<file path="src/csw_pkg.sv">
// package: register map, field layout, keys and types of the capture/watchdog block
package csw_pkg;

    // byte addresses of the register file
    localparam logic [31:0] ADDR_CAPTURE_SOURCE_CONFIG = 32'h40000014;
    localparam logic [31:0] ADDR_WATCHDOG_ENABLE_CONTROL = 32'h42000090;
    localparam logic [31:0] ADDR_WATCHDOG_PRELOAD_VALUE = 32'h42000094;
    localparam logic [31:0] ADDR_WATCHDOG_STATE = 32'h42000098;
    localparam logic [31:0] ADDR_WATCHDOG_SERVICE_KEY = 32'h4200009c;
    localparam logic [31:0] ADDR_WATCHDOG_DOWN_COUNT = 32'h420000a0;
    localparam logic [31:0] ADDR_EVENT_STATUS = 32'h420000a4;
    localparam logic [31:0] ADDR_EVENT_MASK = 32'h420000a8;

    // capture source field layout
    localparam int SEL_W = 3;
    localparam int CAP0_SEL_LSB = 0;
    localparam int CAP1_SEL_LSB = 4;
    localparam logic [SEL_W-1:0] SEL_RESET = 3'h0;
    localparam int NUM_SOURCES = 6;
    localparam logic [SEL_W-1:0] SEL_PORT0_TX = 3'h0;
    localparam logic [SEL_W-1:0] SEL_PORT0_RX = 3'h1;
    localparam logic [SEL_W-1:0] SEL_PORT1_TX = 3'h2;
    localparam logic [SEL_W-1:0] SEL_PORT1_RX = 3'h3;
    localparam logic [SEL_W-1:0] SEL_PORT2_TX = 3'h4;
    localparam logic [SEL_W-1:0] SEL_PORT2_RX = 3'h5;

    // service keys, low 16 bits of the write data
    localparam int KEY_W = 16;
    localparam logic [KEY_W-1:0] KEY_FIRST = 16'he51a;
    localparam logic [KEY_W-1:0] KEY_SECOND = 16'ha35c;

    // watchdog_state bit positions
    localparam int ST_ANALOG_EXPIRED = 0;
    localparam int ST_DIGITAL_EXPIRED = 1;
    localparam int ST_DIGITAL_ENABLED = 2;
    localparam int ST_KEY_ARMED = 3;

    // event status / mask bit positions
    localparam int EV_W = 4;
    localparam int EV_CAPTURE0 = 0;
    localparam int EV_CAPTURE1 = 1;
    localparam int EV_WD_EXPIRED = 2;
    localparam int EV_BAD_KEY = 3;
    localparam logic [EV_W-1:0] EV_RESET = 4'h0;

    // key sequence states
    typedef enum logic [1:0] {
        KEY_WAIT_FIRST = 2'b01,
        KEY_WAIT_SECOND = 2'b10
    } csw_key_state_t;

    // one register bus request
    typedef struct packed {
        logic [31:0] addr;
        logic [31:0] wdata;
        logic wr;
        logic rd;
    } csw_req_t;

endpackage

</file>
<file path="src/csw_capture_watchdog.sv">
// capture source selection, capture strobes and digital watchdog register block
// Contract
// - capture0 selector in config bits 2:0
// - capture1 selector in config bits 6:4
// - six codes pick port tx/rx events
// - reserved config bits; software writes zeros
// - enable control register enables watchdog
// - preload register sets watchdog timeout
// - state register shows watchdog status
// - correct key pair restarts the timeout
// - watchdog disabled after reset
// - missed key pair before zero resets processor
// - counters and captures on system clock two
`timescale 1ns/100ps
module csw_capture_watchdog #(
    parameter int CNT_W = 32,
    parameter logic [31:0] PRELOAD_RESET = 32'hffffffff
) (
    input wire logic SYS_CLK,
    input wire logic RSTN,
    input wire csw_pkg::csw_req_t REG_REQ,
    output logic [31:0] REG_RDATA,
    input wire logic [csw_pkg::NUM_SOURCES-1:0] DMA_EVENT,
    input wire logic [CNT_W-1:0] COUNT0,
    input wire logic [CNT_W-1:0] COUNT1,
    output logic CAPTURE0_STROBE,
    output logic CAPTURE1_STROBE,
    output logic [CNT_W-1:0] CAPTURED0,
    output logic [CNT_W-1:0] CAPTURED1,
    output logic WD_RESET_REQ,
    output logic IRQ
);

    generate
        if (CNT_W < 16 || CNT_W > 32)
        begin : g_bad_width
            $error("CNT_W must lie between 16 and 32");
        end
        // a reset count wider than the counter would be cut silently
        if ((PRELOAD_RESET >> CNT_W) != 32'h0)
        begin : g_bad_preload
            $error("PRELOAD_RESET must fit in CNT_W bits");
        end
    endgenerate

    // event synchroniser, edge memory
    logic [csw_pkg::NUM_SOURCES-1:0] ev_meta;
    logic [csw_pkg::NUM_SOURCES-1:0] ev_sync;
    logic [csw_pkg::NUM_SOURCES-1:0] ev_prev;

    // register state
    logic [csw_pkg::SEL_W-1:0] cap0_sel;
    logic [csw_pkg::SEL_W-1:0] cap1_sel;
    logic wd_enabled;
    logic [CNT_W-1:0] wd_preload;
    logic [CNT_W-1:0] wd_count;
    logic wd_expired;
    csw_pkg::csw_key_state_t key_state;
    logic [csw_pkg::EV_W-1:0] ev_status;
    logic [csw_pkg::EV_W-1:0] ev_mask;
    logic [31:0] rdata;
    logic cap0_strobe;
    logic cap1_strobe;
    logic [CNT_W-1:0] captured0;
    logic [CNT_W-1:0] captured1;

    logic [csw_pkg::NUM_SOURCES-1:0] next_ev_meta;
    logic [csw_pkg::NUM_SOURCES-1:0] next_ev_sync;
    logic [csw_pkg::NUM_SOURCES-1:0] next_ev_prev;
    logic [csw_pkg::SEL_W-1:0] next_cap0_sel;
    logic [csw_pkg::SEL_W-1:0] next_cap1_sel;
    logic next_wd_enabled;
    logic [CNT_W-1:0] next_wd_preload;
    logic [CNT_W-1:0] next_wd_count;
    logic next_wd_expired;
    csw_pkg::csw_key_state_t next_key_state;
    logic [csw_pkg::EV_W-1:0] next_ev_status;
    logic [csw_pkg::EV_W-1:0] next_ev_mask;
    logic [31:0] next_rdata;
    logic next_cap0_strobe;
    logic next_cap1_strobe;
    logic [CNT_W-1:0] next_captured0;
    logic [CNT_W-1:0] next_captured1;

    // combinational helpers
    logic [csw_pkg::NUM_SOURCES-1:0] ev_rise;
    logic sel0_hit;
    logic sel1_hit;
    logic wr_config;
    logic wr_enable;
    logic wr_preload;
    logic wr_key;
    logic wr_mask;
    logic rd_status;
    logic key_reload;
    logic key_bad;
    logic [csw_pkg::EV_W-1:0] ev_set;
    logic [31:0] state_word;

    // reserved codes pick nothing, so a bad selector never fires a capture
    function automatic logic pick_event(
        input logic [csw_pkg::SEL_W-1:0] sel,
        input logic [csw_pkg::NUM_SOURCES-1:0] rise
    );
        logic hit;
        hit = 1'b0;
        unique case (sel)
            csw_pkg::SEL_PORT0_TX: hit = rise[0];
            csw_pkg::SEL_PORT0_RX: hit = rise[1];
            csw_pkg::SEL_PORT1_TX: hit = rise[2];
            csw_pkg::SEL_PORT1_RX: hit = rise[3];
            csw_pkg::SEL_PORT2_TX: hit = rise[4];
            csw_pkg::SEL_PORT2_RX: hit = rise[5];
            default: hit = 1'b0;
        endcase
        return hit;
    endfunction

    always_comb
    begin
        // two-flop synchroniser, edge seen only past the second flop
        next_ev_meta = DMA_EVENT;
        next_ev_sync = ev_meta;
        next_ev_prev = ev_sync;
        ev_rise = ev_sync & ~ev_prev;
        sel0_hit = pick_event(cap0_sel, ev_rise);
        sel1_hit = pick_event(cap1_sel, ev_rise);

        // capture strobes and latches, all on the one system clock
        next_cap0_strobe = sel0_hit;
        next_cap1_strobe = sel1_hit;
        next_captured0 = sel0_hit ? COUNT0 : captured0;
        next_captured1 = sel1_hit ? COUNT1 : captured1;
    end

    // register, watchdog and event group
    always_comb
    begin

        // write decode
        wr_config = REG_REQ.wr && (REG_REQ.addr == csw_pkg::ADDR_CAPTURE_SOURCE_CONFIG);
        wr_enable = REG_REQ.wr && (REG_REQ.addr == csw_pkg::ADDR_WATCHDOG_ENABLE_CONTROL);
        wr_preload = REG_REQ.wr && (REG_REQ.addr == csw_pkg::ADDR_WATCHDOG_PRELOAD_VALUE);
        wr_key = REG_REQ.wr && (REG_REQ.addr == csw_pkg::ADDR_WATCHDOG_SERVICE_KEY);
        wr_mask = REG_REQ.wr && (REG_REQ.addr == csw_pkg::ADDR_EVENT_MASK);
        rd_status = REG_REQ.rd && (REG_REQ.addr == csw_pkg::ADDR_EVENT_STATUS);

        // capture source selectors; reserved write bits are dropped
        next_cap0_sel = cap0_sel;
        next_cap1_sel = cap1_sel;
        if (wr_config)
        begin
            next_cap0_sel = REG_REQ.wdata[csw_pkg::CAP0_SEL_LSB +: csw_pkg::SEL_W];
            next_cap1_sel = REG_REQ.wdata[csw_pkg::CAP1_SEL_LSB +: csw_pkg::SEL_W];
        end

        next_wd_preload = wr_preload ? REG_REQ.wdata[CNT_W-1:0] : wd_preload;
        next_ev_mask = wr_mask ? REG_REQ.wdata[csw_pkg::EV_W-1:0] : ev_mask;

        // key sequence: any other value written restarts the pair
        next_key_state = key_state;
        key_reload = 1'b0;
        key_bad = 1'b0;
        if (wr_key)
        begin
            unique case (key_state)
                csw_pkg::KEY_WAIT_FIRST:
                begin
                    if (REG_REQ.wdata[csw_pkg::KEY_W-1:0] == csw_pkg::KEY_FIRST)
                    begin
                        next_key_state = csw_pkg::KEY_WAIT_SECOND;
                    end
                    else
                    begin
                        key_bad = 1'b1;
                    end
                end
                csw_pkg::KEY_WAIT_SECOND:
                begin
                    next_key_state = csw_pkg::KEY_WAIT_FIRST;
                    if (REG_REQ.wdata[csw_pkg::KEY_W-1:0] == csw_pkg::KEY_SECOND)
                    begin
                        key_reload = 1'b1;
                    end
                    else if (REG_REQ.wdata[csw_pkg::KEY_W-1:0] == csw_pkg::KEY_FIRST)
                    begin
                        next_key_state = csw_pkg::KEY_WAIT_SECOND;
                    end
                    else
                    begin
                        key_bad = 1'b1;
                    end
                end
                default:
                begin
                    next_key_state = csw_pkg::KEY_WAIT_FIRST;
                end
            endcase
        end

        // watchdog: once enabled it stays enabled until reset
        next_wd_enabled = wd_enabled | wr_enable;
        next_wd_count = wd_count;
        next_wd_expired = wd_expired;
        if (wr_enable && !wd_enabled)
        begin
            next_wd_count = next_wd_preload;
        end
        else if (wd_enabled && !wd_expired)
        begin
            if (key_reload)
            begin
                next_wd_count = next_wd_preload;
            end
            else if (wd_count == '0)
            begin
                next_wd_expired = 1'b1;
            end
            else
            begin
                next_wd_count = wd_count - 1'b1;
            end
        end

        // sticky events; a set in the clearing read's cycle survives
        ev_set = '0;
        ev_set[csw_pkg::EV_CAPTURE0] = sel0_hit;
        ev_set[csw_pkg::EV_CAPTURE1] = sel1_hit;
        ev_set[csw_pkg::EV_WD_EXPIRED] = next_wd_expired & ~wd_expired;
        ev_set[csw_pkg::EV_BAD_KEY] = key_bad;
        next_ev_status = (rd_status ? '0 : ev_status) | ev_set;

        state_word = '0;
        state_word[csw_pkg::ST_ANALOG_EXPIRED] = 1'b0;
        state_word[csw_pkg::ST_DIGITAL_EXPIRED] = wd_expired;
        state_word[csw_pkg::ST_DIGITAL_ENABLED] = wd_enabled;
        state_word[csw_pkg::ST_KEY_ARMED] = (key_state == csw_pkg::KEY_WAIT_SECOND);

        // read data stands one cycle only; unmapped and write-only read zero
        next_rdata = '0;
        if (REG_REQ.rd)
        begin
            unique case (REG_REQ.addr)
                csw_pkg::ADDR_CAPTURE_SOURCE_CONFIG:
                begin
                    // reserved bits read as zero
                    next_rdata[csw_pkg::CAP0_SEL_LSB +: csw_pkg::SEL_W] = cap0_sel;
                    next_rdata[csw_pkg::CAP1_SEL_LSB +: csw_pkg::SEL_W] = cap1_sel;
                end
                csw_pkg::ADDR_WATCHDOG_ENABLE_CONTROL:
                begin
                    next_rdata[0] = wd_enabled;
                end
                csw_pkg::ADDR_WATCHDOG_PRELOAD_VALUE:
                begin
                    next_rdata[CNT_W-1:0] = wd_preload;
                end
                csw_pkg::ADDR_WATCHDOG_STATE:
                begin
                    next_rdata = state_word;
                end
                csw_pkg::ADDR_WATCHDOG_DOWN_COUNT:
                begin
                    next_rdata[CNT_W-1:0] = wd_count;
                end
                csw_pkg::ADDR_EVENT_STATUS:
                begin
                    next_rdata[csw_pkg::EV_W-1:0] = ev_status;
                end
                csw_pkg::ADDR_EVENT_MASK:
                begin
                    next_rdata[csw_pkg::EV_W-1:0] = ev_mask;
                end
                default:
                begin
                    next_rdata = '0;
                end
            endcase
        end
    end

    // capture group registers
    always_ff @(posedge SYS_CLK)
    begin
        if (!RSTN)
        begin
            ev_meta <= '0;
            ev_sync <= '0;
            ev_prev <= '0;
            cap0_strobe <= 1'b0;
            cap1_strobe <= 1'b0;
            captured0 <= '0;
            captured1 <= '0;
        end
        else
        begin
            ev_meta <= next_ev_meta;
            ev_sync <= next_ev_sync;
            ev_prev <= next_ev_prev;
            cap0_strobe <= next_cap0_strobe;
            cap1_strobe <= next_cap1_strobe;
            captured0 <= next_captured0;
            captured1 <= next_captured1;
        end
    end

    // register, watchdog and event group registers
    always_ff @(posedge SYS_CLK)
    begin
        if (!RSTN)
        begin
            cap0_sel <= csw_pkg::SEL_RESET;
            cap1_sel <= csw_pkg::SEL_RESET;
            wd_enabled <= 1'b0;
            wd_preload <= PRELOAD_RESET[CNT_W-1:0];
            wd_count <= PRELOAD_RESET[CNT_W-1:0];
            wd_expired <= 1'b0;
            key_state <= csw_pkg::KEY_WAIT_FIRST;
            ev_status <= csw_pkg::EV_RESET;
            ev_mask <= csw_pkg::EV_RESET;
            rdata <= '0;
        end
        else
        begin
            cap0_sel <= next_cap0_sel;
            cap1_sel <= next_cap1_sel;
            wd_enabled <= next_wd_enabled;
            wd_preload <= next_wd_preload;
            wd_count <= next_wd_count;
            wd_expired <= next_wd_expired;
            key_state <= next_key_state;
            ev_status <= next_ev_status;
            ev_mask <= next_ev_mask;
            rdata <= next_rdata;
        end
    end

    assign REG_RDATA = rdata;
    assign CAPTURE0_STROBE = cap0_strobe;
    assign CAPTURE1_STROBE = cap1_strobe;
    assign CAPTURED0 = captured0;
    assign CAPTURED1 = captured1;
    // held until the processor reset removes it
    assign WD_RESET_REQ = wd_expired;
    assign IRQ = |(ev_status & ev_mask);

endmodule

</file>
<file path="config.mk">
export PLATFORM = sky130hd
export DESIGN_NAME = csw_capture_watchdog
export DESIGN_NICKNAME = d
export VERILOG_FILES = /design/src/csw_pkg.sv /design/src/csw_capture_watchdog.sv
export SDC_FILE = /design/constraint.sdc
export NUM_CORES = 1
export LEC_CHECK = 0
export BUFFER_PORTS_ARGS = -buffer_cell sky130_fd_sc_hd__buf_4
export CORE_MARGIN = 1.5
export CORE_UTILIZATION = 45
export DETAILED_ROUTE_END_ITERATION = 12
export PLACE_DENSITY = 0.7
export RECOVER_POWER = 25
export SLEW_MARGIN = 5
export SYNTH_ARGS = -nofsm -noshare
export SYNTH_HDL_FRONTEND = slang
export SYNTH_SLANG_ARGS = --single-unit
</file>
<file path="constraint.sdc">
create_clock -name SYS_CLK -period 6.3 [get_ports SYS_CLK]
set_input_delay 0.63 -clock SYS_CLK [delete_from_list [all_inputs] [get_ports SYS_CLK]]
set_output_delay 0.63 -clock SYS_CLK [all_outputs]
set_load 0.02 [all_outputs]
</file>
; Word level (Yosys, flattened, before mapping)
; Cells that the tools add are included.
[op_classes]
n_addsub = 1
n_eq_ne = 24
muxes = 28
bitwise = 7
n_reduce_logical = 18
[op_table]
columns = operator, n
row1 = $eq A32 B31 Y1 const B, 8
row2 = $mux W32, 5
row3 = $pmux W25 S2, 1
row4 = $eq A16 B16 Y1 const B, 2
row5 = $logic_not A32 Y1, 1
row6 = $sub A32 B1 Y32 const B, 1
row7 = $pmux W1 S6, 3
row8 = $eq A3 B2 Y1 const B, 4
row9 = $eq A3 B3 Y1 const B, 4
row10 = $pmux W2 S6, 1
row11 = $mux W1, 10
row12 = $pmux W3 S3, 1
row13 = $logic_and A1 B1 Y1, 8
row14 = $and A6 B6 Y6, 1
row15 = $eq A3 B1 Y1 const B, 2
row16 = $logic_not A3 Y1, 2
row17 = $mux W2, 3
row18 = $not A6 Y6, 1
row19 = $reduce_and A2 Y1, 3
row20 = $pmux W1 S5, 1
row21 = $and A4 B4 Y4, 1
row22 = $mux W4, 1
row23 = $or A4 B4 Y4, 1
row24 = $pmux W2 S2, 1
row25 = other kinds (11), 12
[word_totals]
regBits = 198
in_bits = 138

; Logic depth before layout (Yosys ltp)
[logic_depth]
depth_word = 9
ltp_mapped = 11
mapped_depth_nobuf = 8

; Worst setup path before layout
; Ideal clock, no wire load.
[synth_path]
path_type = input to register
from = input port REG_REQ[47] in the netlist's numbering
to = register wd_preload[26]
setup_time_ns = 0.123
arrival_time_ns = 2.658
required_ns = 6.177
slack_ns = 3.519
stages = 6
path_buffers = 1
cell_sequence = or4_1 or2_1 nor4_2 buf_4 mux2_2 or2_2
[synth_via]
elab_chain_cells = 3
[synth_rtl]
columns = item, line_no
row1 = start: declaration, csw_capture_watchdog.sv:21  ; input wire csw_pkg::csw_req_t REG_REQ,
row2 = $eq A32 B31 Y1, csw_capture_watchdog.sv:143  ; wr_preload = REG_REQ.wr && (REG_REQ.addr == csw_pkg::ADDR_WATCHDOG_PRELOAD_VALUE);
row3 = $logic_and A1 B1 Y1, csw_capture_watchdog.sv:143
row4 = $mux W32, csw_capture_watchdog.sv:157  ; next_wd_preload = wr_preload ? REG_REQ.wdata[CNT_W-1:0] : wd_preload;
row5 = end signal: assignment, csw_capture_watchdog.sv:315  ; wd_preload <= PRELOAD_RESET[CNT_W-1:0];
row6 = end signal: assignment, csw_capture_watchdog.sv:328  ; wd_preload <= next_wd_preload;
row7 = end: declaration, csw_capture_watchdog.sv:55  ; logic [CNT_W-1:0] wd_preload;
; No other way between the ends.
; A chain may end at the register's enable or synchronous reset.

; Worst setup path in the final report
[layout_path]
from = input port REG_REQ[47] in the netlist's numbering
to = register wd_count[1]
[layout_via]
elab_chain_cells = 6
elab_cells_between_ends = 15
classes_between = 4 x eq/ne / 5 x mux / 6 x reduce/logical
[layout_rtl]
columns = item, line_no
row1 = $eq A32 B31 Y1 (on tied branches), "csw_capture_watchdog.sv:143, csw_capture_watchdog.sv:144"
row2 = $logic_and A1 B1 Y1 (on tied branches), "csw_capture_watchdog.sv:143, csw_capture_watchdog.sv:144"
row3 = $mux W32 or $mux W1 (tied branches), "csw_capture_watchdog.sv:157, csw_capture_watchdog.sv:164"
row4 = $mux W32, csw_capture_watchdog.sv:211  ; if (key_reload)
row5 = $mux W32, csw_capture_watchdog.sv:209  ; else if (wd_enabled && !wd_expired)
row6 = $mux W32, csw_capture_watchdog.sv:205  ; if (wr_enable && !wd_enabled)
row7 = end signal: assignment, csw_capture_watchdog.sv:316  ; wd_count <= PRELOAD_RESET[CNT_W-1:0];
row8 = end signal: assignment, csw_capture_watchdog.sv:329  ; wd_count <= next_wd_count;
row9 = end: declaration, csw_capture_watchdog.sv:56  ; logic [CNT_W-1:0] wd_count;
; Parallel ways exist; a longest one is shown, timed or not. The select of a mux whose other input is x is not followed.

==> impl_metrics.env <==
export IMPL_cts_resized=0
export IMPL_power_mw=2.527
export IMPL_async_reset_ff_share_pct=0
export IMPL_critPathRequiredTime_ns=6.63
export IMPL_gr_total_overflow=0
export IMPL_worstSetupEndpointType="flop"
export IMPL_cts_setup_buffers=0
export IMPL_syn_area_per_cell_sq_um=9.246
export IMPL_regArea_sq_mm=0.003964
export IMPL_synth_yosys_seq_area_share_pct=46.50
export IMPL_synth_edf_count=0
export IMPL_synth_commonest_cells="dfxtp_1 (198), nor2_1 (136), mux2i_1 (95)"
export IMPL_multi_input_area_sq_mm=0.004202
export IMPL_syn_inst=922
export IMPL_tritoncts="yes"
export IMPL_synth_top_area_share_pct=46.50
export IMPL_synthToLayoutAreaGrowth_pct=26.57
export IMPL_slowest_delay_ns=0.91
export IMPL_critPathKind="input port to flop"
export IMPL_critPathSlowestCell="nor2_2"
export IMPL_cts_made_buffers=17
export IMPL_p_per_area_mw_per_mm2=234.2
export IMPL_clk_path_buf_depth=2
export IMPL_h_tree_depth=4
export IMPL_wl_per_cell_um=17.95
export IMPL_antenna_left=0
export IMPL_totalWireLength_um=24650
export IMPL_place_inst=1341
export IMPL_port_buffers=237
export IMPL_synth_distinct_cells=71
export IMPL_pin_count=238
export IMPL_critPathBufInv=2
export IMPL_cts_root_buf="clkbuf_16"
export IMPL_fin_crit_ns=3.868
export IMPL_insertion_delay_ns=0.44
export IMPL_crit_family="simple AND/OR/NAND/NOR gates"
export IMPL_slew_headroom_pct=18.97
export IMPL_netlist_area_sq_mm=0.008524
export IMPL_leakage_nw=4.545
export IMPL_crit_chain="buf_4 > or4_1 > nor4_1 > nand2_1 > nor2_2 > buf_4 > nand2_1 > a311o_1"
export IMPL_drive_gt1_share_pct=22.56
export IMPL_grt_max_degree=66
export IMPL_yosys_warnings=0
export IMPL_fin_cells=1373
export IMPL_finalMaxSlewViolations=0
export IMPL_rows=50
export IMPL_clk_pin_slew_ns=0.07
export IMPL_place_gp_congestion=0.8995
export IMPL_synth_area_top_cells="dfxtp_1 (46%), mux2i_1 (11%), nor2_1 (6.0%)"
export IMPL_postCtsHoldBufs=0
export IMPL_groute_usage_overall_pct=24.79
export IMPL_fin_crit_sh_pct=61.39
export IMPL_setup_violations=0
export IMPL_hold_ws_ns=0.3927
export IMPL_yosysTopAreaCell="dfxtp_1"
export IMPL_dp_hpwl_um=17620
export IMPL_worst_pin_slew_ns=1.215
export IMPL_cts_sinks=198
export IMPL_synth_nets=1063
export IMPL_setup_tns_ns=0
export IMPL_via_count=7760
export IMPL_rsz0062_at_grt="no"
export IMPL_critical_path_max_fanout=24
export IMPL_nets=1267
export IMPL_fp_dieH_um=140.6
export IMPL_hold_violations=0
export IMPL_synth_seq_cells=198
export IMPL_die_w_um=140.6
export IMPL_grt_pass1_vias=7536
export IMPL_firstDrtPassIters=5
export IMPL_coreArea_sq_mm=0.01864
export IMPL_fillers=1701
export IMPL_dieArea_sq_mm=0.01978
export IMPL_cp_arrival_ns=4.20
export IMPL_antennaDiodeCount=0
export IMPL_initial_core_util_pct=45.72
export IMPL_synth_ff_type="dfxtp_1"
export IMPL_finalCoreUtilization_pct=57.87
export IMPL_finClkSkew_ns=0.009778
export IMPL_hp_class="input port to flop"
export IMPL_drc=0
export IMPL_viasPerCell=5.652
export IMPL_synthMostInstantiatedCell="dfxtp_1"
export IMPL_grt_pass1_wl_um=38870
export IMPL_cap_violations=0
export IMPL_drt_iter0_drc=558
export IMPL_vdd_drop_max_mv=0.1907
export IMPL_status="complete, no violations"
export IMPL_fmax_ghz=0.2585
export IMPL_grt_antenna_before_repair=0
export IMPL_cp_start_kind="input port"
-- report_power, final --
group	total, mW	internal [mW]	leakage [nW]	switching [mW]
Clock	1.06	0.524	0.266	0.534
Combinational	0.187	0.0948	2.67	0.0921
Sequential	1.28	1.27	1.61	0.0112
-- worst reg2reg max path, stage by stage, from the launching register on --
cell,delay (ns)
dfxtp_1,0.39
inv_1,0.09
ha_1,0.19
nor3b_1,0.63
nand4_1,0.42
nor3_4,0.42
a41oi_4,0.57
o21ai_1,0.78
a2bb2oi_1,0.26
-- worst paths after layout --
| path | startpoint | endpoint | slack [ns] | cells after the start |
|---|---|---|---|---|
| min | DMA_EVENT[3] | ev_meta[3] | 0.39 | 2 |
| min reg2reg | ev_meta[0] | ev_sync[0] | 0.44 | 1 |
| max | REG_REQ[47] | wd_count[1] | 2.43 | 8 |
| max reg2reg | wd_count[0] | wd_count[31] | 2.48 | 8 |
-- metal layers --
metal / wire length (um) / GRT usage, % / part of all wire, %
met1: 10250 / 30.03 / 42
met5: 0 / 0 / 0
met4: 589 / 9.704 / 2.4
met3: 1859 / 7.337 / 7.5
met2: 11950 / 41.48 / 48
-- registers in the layout (all words and copies together), names as in the netlist --
signal,flops
wd_preload,32
WD_RESET_REQ,1
CAPTURE1_STROBE,1
cap0_sel,3
wd_count,32
wd_enabled,1
key_state,2
ev_meta,6
ev_status,4
CAPTURED1,32
ev_sync,6
ev_mask,4
cap1_sel,3
CAPTURED0,32
ev_prev,6
CAPTURE0_STROBE,1
REG_RDATA,32
-- final cells by class --
type,count,area share [%]
multi-input cells,631,38.94
flip-flops and latches,198,36.74
repair buffers,249,15.34
clock buffers,17,3.943
well taps,234,2.714
clock inverters,15,1.310
inverters,29,1.009
-- cells in the final DEF, fill, tap and decap left out, types with 5 or more instances in the layout --
master	synthesis	routed
nand3b_1	6	6
a222oi_1	8	8
nor4_1	17	17
nor2_1	136	133
nand2_1	64	64
inv_1	28	28
mux2i_1	95	95
a2bb2oi_1	6	6
o2bb2ai_1	6	6
and2_1	27	17
or2_2	8	8
nor3_1	14	13
o22ai_1	25	25
nand3_1	16	16
clkbuf_1	49	57
and2_0	0	10
o2111ai_1	5	5
mux2_2	11	11
nand2b_1	7	7
o211ai_1	11	11
buf_4	2	192
a22oi_1	31	31
o21ai_0	11	11
nand4_1	9	9
a32oi_1	20	20
dfxtp_1	198	198
a21oi_1	22	22
clkbuf_16	0	17
-- metrics by stage --
step	instance area [sq um]	setup WS, ns
6_report	10790	2.432
2_1_floorplan	8524	3.519
3_5_place_dp	10440	2.005
3_3_place_gp	10440	2.044
4_1_cts	11000	2.459
5_1_grt	10790	2.194
-- cell families (layout without fill, tap and decap cells) --
logic type / after synthesis / count (layout) / synth area share (%)
and+or+nand+nor: 340 / 340 / 19.67
DFF: 198 / 198 / 46.50
AOI/OAI and AO/OA: 182 / 182 / 16.16
adders and majority gates: 3 / 3 / 0.4404
muxes: 106 / 106 / 12.61
buffers and inverters: 93 / 310 / 4.623
Note: power is estimated with default switching activity, not from simulation.
